<file path="src/dpp_pkg.sv">
// Constants for the dual phase-correct PWM block.
// Assumes a single 10 MHz clock domain and active-low async reset.
package dpp_pkg;
  localparam int CNT_W = 10;
  localparam logic [9:0] TOP_8 = 10'h0FF;
  localparam logic [9:0] TOP_9 = 10'h1FF;
  localparam logic [9:0] TOP_10 = 10'h3FF;
  localparam logic [9:0] ZERO_CNT = 10'h000;
  localparam logic [1:0] RES_8 = 2'h1;
  localparam logic [1:0] RES_9 = 2'h2;
  localparam logic [2:0] PS_STOP = 3'h0;
  localparam logic [2:0] PS_DIV1 = 3'h1;
  localparam logic [2:0] PS_DIV8 = 3'h2;
  localparam logic [2:0] PS_DIV64 = 3'h3;
  localparam logic [2:0] PS_DIV256 = 3'h4;
  localparam logic [2:0] PS_DIV1024 = 3'h5;
  localparam logic [9:0] DIV8_M1 = 10'h007;
  localparam logic [9:0] DIV64_M1 = 10'h03F;
  localparam logic [9:0] DIV256_M1 = 10'h0FF;
  localparam logic [9:0] DIV1024_M1 = 10'h3FF;
  typedef enum logic [1:0] {
    DPP_UP = 2'b01,
    DPP_DOWN = 2'b10
  } dpp_dir_t;
  typedef struct packed {
    logic [9:0] cnt;
    dpp_dir_t dir;
    logic [9:0] pre;
    logic [9:0] hold_a;
    logic [9:0] hold_b;
    logic [9:0] act_a;
    logic [9:0] act_b;
    logic out_a;
    logic out_b;
    logic pend_a;
    logic pend_b;
    logic pin_a;
    logic pin_b;
    logic ovf;
    logic cfa;
    logic cfb;
    logic irq_ovf;
    logic irq_a;
    logic irq_b;
  } dpp_state_t;
endpackage

</file>
<file path="src/dpp_pwm.sv">
// Dual-channel phase-correct PWM of a 16-bit timer (8/9/10-bit TOP).
// Assumes CPU strobes and mode bits synchronous to clock; no register bus.
// Overview of operation
// - Count up from zero to TOP, turn, count down to zero, repeat.
// - TOP is 255, 511 or 1023 by resolution; period is twice TOP.
// - Match when counter equals low ten bits of channel compare value.
// - Two independent channels A and B, each with own pin and mode bits.
// - Mode 1,0: clear on up-count match, set on down-count match.
// - Mode 1,1: clear on down-count match, set on up-count match.
// - Upper mode bit 0 disconnects the pin from the timer.
// - Undivided clock and compare equal TOP gives no pulse.
// - Divided clock and compare at TOP: up match at TOP, down match at next TOP.
// - Compare writes go to holding register, latched at TOP.
// - Reads return the holding register, the latest written value.
// - Compare zero, or TOP on undivided clock, drives pin high (mode 1,0) or low (mode 1,1) at next match.
// - Overflow flag sets when counter leaves zero.
// - Interrupt requests need flag, specific enable and global enable.
// - Compare flag sets the cycle after the compare event.
// - Prescale code zero stops the counter.
module dpp_pwm
  import dpp_pkg::*;
(
  input wire logic clock,
  input wire logic nrst,
  input wire logic [2:0] prescale_sel,
  input wire logic [1:0] resolution,
  input wire logic chan_a_mode_hi,
  input wire logic chan_a_mode_lo,
  input wire logic chan_b_mode_hi,
  input wire logic chan_b_mode_lo,
  input wire logic compare_value_a_we,
  input wire logic compare_value_b_we,
  input wire logic [15:0] compare_wdata,
  input wire logic ovf_clear,
  input wire logic cmp_a_clear,
  input wire logic cmp_b_clear,
  input wire logic ovf_ie,
  input wire logic cmp_a_ie,
  input wire logic cmp_b_ie,
  input wire logic global_ie,
  input wire logic port_pin_five,
  input wire logic port_pin_four,
  output logic [9:0] compare_value_a,
  output logic [9:0] compare_value_b,
  output logic [9:0] count,
  output logic count_down,
  output logic pwm_out_a,
  output logic pwm_out_b,
  output logic overflow_flag,
  output logic cmp_flag_a,
  output logic cmp_flag_b,
  output logic ovf_irq,
  output logic cmp_a_irq,
  output logic cmp_b_irq
);
  // ==========================================================
  // State
  dpp_state_t st;
  dpp_state_t next_st;
  logic [9:0] top;
  logic tick;
  logic [9:0] pre_max;
  logic up;
  logic at_top;
  logic [1:0] match;
  logic [1:0] mode_hi;
  logic [1:0] mode_lo;
  logic [1:0] out_cur;
  logic [1:0] pend_cur;
  logic [1:0] next_out;
  logic [1:0] next_pend;
  logic [1:0] pin_port;

  assign mode_hi = {chan_b_mode_hi, chan_a_mode_hi};
  assign mode_lo = {chan_b_mode_lo, chan_a_mode_lo};
  assign out_cur = {st.out_b, st.out_a};
  assign pend_cur = {st.pend_b, st.pend_a};
  assign pin_port = {port_pin_four, port_pin_five};

  // ==========================================================
  // Resolution and prescaler
  always_comb begin
    case (resolution)
      RES_8: top = TOP_8;
      RES_9: top = TOP_9;
      default: top = TOP_10;
    endcase
    case (prescale_sel)
      PS_DIV8: pre_max = DIV8_M1;
      PS_DIV64: pre_max = DIV64_M1;
      PS_DIV256: pre_max = DIV256_M1;
      PS_DIV1024: pre_max = DIV1024_M1;
      default: pre_max = ZERO_CNT;
    endcase
  end
  // Stop code holds the counter
  assign tick = (prescale_sel != PS_STOP) && (st.pre >= pre_max);
  assign up = (st.dir == DPP_UP);
  assign at_top = tick && (st.cnt == top);
  // Match on timer tick in either direction
  assign match[0] = tick && (st.cnt == st.act_a);
  assign match[1] = tick && (st.cnt == st.act_b);

  // ==========================================================
  // Per-channel output action
  genvar g;
  generate
    for (g = 0; g < 2; g++) begin : g_chan
      always_comb begin
        next_out[g] = out_cur[g];
        next_pend[g] = pend_cur[g];
        if (match[g] && at_top && (prescale_sel != PS_DIV1)) begin
          // Activate at TOP; the down match waits for next TOP
          if (pend_cur[g]) begin
            next_out[g] = ~mode_lo[g];
            next_pend[g] = 1'b0;
          end else begin
            next_out[g] = mode_lo[g];
            next_pend[g] = 1'b1;
          end
        end else if (match[g] && at_top) begin
          // Up and down matches coincide: no pulse
          next_out[g] = ~mode_lo[g];
        end else if (match[g]) begin
          // Non-inverted / inverted actions
          next_out[g] = up ? mode_lo[g] : ~mode_lo[g];
        end
      end
    end
  endgenerate

  // ==========================================================
  // Next state
  always_comb begin
    next_st = st;
    next_st.pre = tick ? ZERO_CNT : st.pre + 10'h001;
    if (prescale_sel == PS_STOP) begin
      next_st.pre = ZERO_CNT;
    end
    if (tick) begin
      // Up/down sweep
      if (up) begin
        if (st.cnt >= top) begin
          next_st.dir = DPP_DOWN;
          next_st.cnt = st.cnt - 10'h001;
        end else begin
          next_st.cnt = st.cnt + 10'h001;
        end
      end else begin
        if (st.cnt == ZERO_CNT) begin
          next_st.dir = DPP_UP;
          next_st.cnt = st.cnt + 10'h001;
        end else begin
          next_st.cnt = st.cnt - 10'h001;
        end
      end
    end
    // Double buffering of compare values
    if (compare_value_a_we) begin
      next_st.hold_a = compare_wdata[9:0];
    end
    if (compare_value_b_we) begin
      next_st.hold_b = compare_wdata[9:0];
    end
    if (at_top) begin
      next_st.act_a = st.hold_a;
      next_st.act_b = st.hold_b;
    end
    next_st.out_a = next_out[0];
    next_st.out_b = next_out[1];
    next_st.pend_a = next_pend[0];
    next_st.pend_b = next_pend[1];
    // Pin disconnected falls back to the port latch
    next_st.pin_a = mode_hi[0] ? next_out[0] : pin_port[0];
    next_st.pin_b = mode_hi[1] ? next_out[1] : pin_port[1];
    // Flags: set beats clear
    next_st.ovf = (tick && st.cnt == ZERO_CNT) || (st.ovf && !ovf_clear);
    next_st.cfa = match[0] || (st.cfa && !cmp_a_clear);
    next_st.cfb = match[1] || (st.cfb && !cmp_b_clear);
    // Interrupt gating
    next_st.irq_ovf = next_st.ovf && ovf_ie && global_ie;
    next_st.irq_a = next_st.cfa && cmp_a_ie && global_ie;
    next_st.irq_b = next_st.cfb && cmp_b_ie && global_ie;
  end

  always_ff @(posedge clock or negedge nrst) begin
    if (!nrst) begin
      st <= '{dir: DPP_UP, default: '0};
    end else begin
      st <= next_st;
    end
  end

  // Readback of the holding register
  assign compare_value_a = st.hold_a;
  assign compare_value_b = st.hold_b;
  assign count = st.cnt;
  // Down bit of the one-hot direction flop
  assign count_down = st.dir[1];
  assign pwm_out_a = st.pin_a;
  assign pwm_out_b = st.pin_b;
  assign overflow_flag = st.ovf;
  assign cmp_flag_a = st.cfa;
  assign cmp_flag_b = st.cfb;
  assign ovf_irq = st.irq_ovf;
  assign cmp_a_irq = st.irq_a;
  assign cmp_b_irq = st.irq_b;

  // ==========================================================
  // Checks
  a_cnt_bound: assert property (@(posedge clock) disable iff (!nrst)
    st.cnt <= top || $changed(resolution) || $past(resolution) != resolution)
    else $error("counter above TOP");
  a_stop_hold: assert property (@(posedge clock) disable iff (!nrst)
    (prescale_sel == PS_STOP) |=> $stable(st.cnt))
    else $error("counter moved while stopped");
  a_ovf_set: assert property (@(posedge clock) disable iff (!nrst)
    (tick && st.cnt == ZERO_CNT) |=> overflow_flag)
    else $error("overflow flag not set leaving zero");
  a_cmp_flag: assert property (@(posedge clock) disable iff (!nrst)
    match[0] |=> cmp_flag_a)
    else $error("compare flag A not set after match");
  a_latch_top: assert property (@(posedge clock) disable iff (!nrst)
    !at_top && !($past(at_top)) |=> $stable(st.act_a) || $past(at_top))
    else $error("active compare changed away from TOP");
  a_read_back: assert property (@(posedge clock) disable iff (!nrst)
    compare_value_b_we |=> compare_value_b == $past(compare_wdata[9:0]))
    else $error("read back not latest write");
  a_irq_gate: assert property (@(posedge clock) disable iff (!nrst)
    ovf_irq |-> overflow_flag && $past(global_ie) && $past(ovf_ie))
    else $error("overflow request without enables");
  a_disc_pin: assert property (@(posedge clock) disable iff (!nrst)
    !chan_a_mode_hi |=> pwm_out_a == $past(port_pin_five))
    else $error("disconnected pin followed timer");
  a_noninv_up: assert property (@(posedge clock) disable iff (!nrst)
    (match[0] && up && !at_top && chan_a_mode_hi && !chan_a_mode_lo) |=> !pwm_out_a)
    else $error("non-inverted up match did not clear");
  a_turn_top: assert property (@(posedge clock) disable iff (!nrst)
    (tick && up && st.cnt == top) |=> count_down)
    else $error("no turn at TOP");
endmodule

</file>
<file path="config.mk">
export PLATFORM = sky130hd
export DESIGN_NAME = dpp_pwm
export DESIGN_NICKNAME = d
export VERILOG_FILES = /design/src/dpp_pkg.sv /design/src/dpp_pwm.sv
export SDC_FILE = /design/constraint.sdc
export NUM_CORES = 1
export LEC_CHECK = 0
export BUFFER_PORTS_ARGS = -buffer_cell sky130_fd_sc_hd__buf_2
export CAP_MARGIN = 20
export CELL_PAD_IN_SITES_DETAIL_PLACEMENT = 2
export CELL_PAD_IN_SITES_GLOBAL_PLACEMENT = 2
export CORE_MARGIN = 2
export CORE_UTILIZATION = 33
export DETAILED_ROUTE_END_ITERATION = 7
export PLACE_DENSITY = 0.79
export SYNTH_ARGS = -nofsm -noshare
export SYNTH_HDL_FRONTEND = slang
export SYNTH_SLANG_ARGS = --single-unit
export TNS_END_PERCENT = 30
</file>
<file path="constraint.sdc">
create_clock -name clock -period 2.4 [get_ports clock]
set_input_delay 0.12 -clock clock [delete_from_list [all_inputs] [get_ports clock]]
set_output_delay 0.12 -clock clock [all_outputs]
set_load 0.1 [all_outputs]
</file>
==> flow_metrics.py <==
metrics = {
    "worst_hold_path": {
        "hold_path_class": "in -> reg",
    },
    "setup_path": {
        "required_ns": 2.62,
        "cp_slowest_cell": "dfrtp_1",
        "crit_type": "reg -> reg",
        "cp-end-kind": "register",
        "max_stage_delay_ns": 0.42,
        "path_delay_family": "compound AO/OA/AOI/OAI gates",
        "worstPathArrival_ns": 2.58,
        "start_kind": "register",
        "crit_chain": "ha_4, a211oi_2, nor2_1, or3_4, buf_6, o211ai_1, mux2i_1, o22ai_1",
        "critPathBufInv": 1,
        "critPathMaxFanout": 4,
    },
    "sta": {
        "maxSlewViolCount": 0,
        "finClkSkew_ns": 0.00547,
        "max_slew_margin": 0.354,
        "max_freq_mhz": 424,
        "finalHoldViolations": 0,
        "fin_setup_tns_ns": 0,
        "fin_crit_ns": 2.36,
        "worst_pin_slew_ns": 0.969,
        "rsz0062_at_grt": "yes",
        "fin_crit_sh": 0.983,
        "setup_violations": 0,
    },
    "synthesis": {
        "synth_area_per_cell_um2": 11.4,
        "synth_edf_count": 0,
        "synth_commonest_cells": "73 x dfrtp_1, 41 x mux2_2, 30 x buf_4",
        "yosysTopAreaCellShare": 0.451,
        "yosysTopAreaCell": "dfrtp_1",
        "ys_seq_elements": 74,
        "synth_flop_cell": "dfrtp_1",
        "synth-seq-area-share": 0.458,
        "synthDistinctLibCells": 48,
        "synthTopCellsByArea": "dfrtp_1 45%, mux2_2 11%, xnor2_1 5.6%",
        "synth.cell_area_um2": 4050,
        "yosysWarnings": 0,
        "yosysMostFrequentCell": "dfrtp_1",
        "syn_nets": 408,
        "synth-async-reset-ratio": 1.00,
        "synthCells": 354,
    },
    "layout": {
        "diodes": 0,
        "post-route-cell-area_um2": 4960,
        "drive_gt1_frac": 0.423,
        "fin_nets": 482,
        "area_growth_pct": 22.4,
        "instances_no_fill": 580,
    },
    "global_route": {
        "grt_pass1_vias": 3360,
        "groute.usage.overall": 0.187,
        "grt_first_pass_wirelength_mm": 18.5,
        "antenna_found_initial": 0,
        "grt_max_degree": 75,
        "grt-ovfl-total": 0,
    },
    "detailed_routing": {
        "num_vias": 2870,
        "dr.pass1.iters": 4,
        "ant_nets": 0,
        "wl_per_cell_um": 19.7,
        "wirelength_mm": 11.4,
        "initialDrtViolationCount": 81,
        "drc": 0,
        "viasPerCell": 4.95,
    },
    "clocking": {
        "clock_latency_ns": 0.35,
        "cts-root-buf": "clkbuf_16",
        "cts_buffers": 9,
        "h-tree-depth": 3,
        "clock-sinks": 74,
        "cts_tree": "yes",
        "clkTransAtPathRegs_ns": 0.06,
        "cts_max_path_buffers": 2,
    },
    "die": {
        "core_um2": 12000,
        "io_pins": 77,
        "dieArea_um2": 13200,
        "start_util": 0.337,
        "die_w_um": 115,
        "rows": 40,
        "die_y_um": 115,
    },
    "power": {
        "p_leak_nw": 2.38,
        "peakVddDrop_mv": 0.532,
        "power_density_nw_per_um2": 1130,
    },
    "placement": {
        "port_buffers": 70,
        "place_inst": 558,
        "placed_cell_area_um2": 4490,
        "hpwl_mm": 8.26,
        "place_congestion": 0.794,
    },
    "run": {
        "max_cap_viol_count": 0,
    },
    "status": {
        "status": "finished clean",
    },
}
==> state kept, by name (all words and copies together), names as in the netlist <==
register         flops
out_cur              2
cmp_b_irq            1
pend_cur             2
pwm_out_a            1
st                  31
cmp_flag_a           1
pwm_out_b            1
ovf_irq              1
cmp_flag_b           1
overflow_flag        1
count_down           1
compare_value_a     10
count               10
cmp_a_irq            1
compare_value_b     10
==> cell type report <==
type	instances	area, um2
timing repair buffer	106	652
clock buffer	10	239
inverter	14	52.6
multi-input combinational	223	1880
fill	1264	7060
clock inverter	6	90.1
tap	147	184
sequential	74	1860
==> metal layers <==
layer  GRT usage  vias up  part of all wire
met1       0.204     1453              0.39
met2       0.351       56              0.56
li1            -     1342                 -
met3      0.0353       19             0.029
met4      0.0819        0             0.026
met5           0        -                 0
==> power breakdown <==
| group | internal, mW | switching (mW) |
|---|---|---|
| clock | 0.940 | 0.552 |
| combinational | 0.721 | 1.70 |
| sequential | 1.44 | 0.235 |
| total | 3.10 | 2.48 |
==> cells in the final DEF, fill, tap and decap left out, types with 4 or more instances in the layout <==
| master | count |
|---|---|
| nand4_1 | 6 |
| clkbuf_16 | 9 |
| a21oi_1 | 5 |
| xnor2_1 | 26 |
| ha_1 | 12 |
| and3_1 | 6 |
| nor2_1 | 24 |
| buf_2 | 69 |
| nor3_1 | 7 |
| dlygate4sd3_1 | 5 |
| mux2_2 | 41 |
| buf_4 | 30 |
| nand2_1 | 10 |
| nand2b_1 | 4 |
| dfrtp_1 | 70 |
| inv_1 | 14 |
| xor2_1 | 17 |
| nand3_1 | 10 |
| mux2i_1 | 8 |
==> what timing repair did <==
action,in CTS,in global routing
pin swaps,2,6
setup endpoints to repair,28,44
hold endpoints to repair,77,0
buffers inserted,0,1
resized for setup,5,13
hold buffers,5,0
==> path summary, 6_finish.rpt <==
kind                                         start                 endpoint  slack (ns)  cells after the start
setup / recovery                  st[59]$_DFF_PN0_      pwm_out_a$_DFF_PN0_        0.04                      8
hold / removal                         cmp_a_clear     cmp_flag_a$_DFF_PN0_        0.01                      2
setup reg to reg                  st[59]$_DFF_PN0_      pwm_out_a$_DFF_PN0_        0.04                      8
hold reg to reg            pend_cur[0]$_DFFE_PN0P_  pend_cur[0]$_DFFE_PN0P_        0.50                      1
max in group asynchronous                     nrst         st[52]$_DFF_PN0_        1.26                      2
min in group asynchronous                     nrst     count[4]$_DFFE_PN0P_        0.49                      2
==> per-stage QoR <==
| step | hold slack [ns] | setup slack, ns | power, mW | utilization |
|---|---|---|---|---|
| global placement | 0.324 | -0.0273 | 3.93 | 0.374 |
| CTS | 0.000676 | 0.00446 | 5.59 | 0.409 |
| floorplan | -0.176 | -0.000592 | 3.62 | - |
| detailed placement | 0.328 | -0.0965 | 4.03 | 0.374 |
| finish | 0.00973 | 0.0400 | 5.58 | 0.413 |
| global route | 0.0190 | -0.0946 | 5.87 | 0.413 |
==> cells by family (layout without fill, tap and decap cells) <==
logic type	count (synthesis)	count (layout)	share of synthesized area
buf+inv	57	136	0.0964
mux	49	49	0.134
fa+ha+maj	16	16	0.0494
simple gates	86	86	0.115
xor+xnor	43	43	0.0930
compound gates	29	29	0.0547
flops	74	74	0.458
Note: power is estimated with default switching activity, not from simulation.
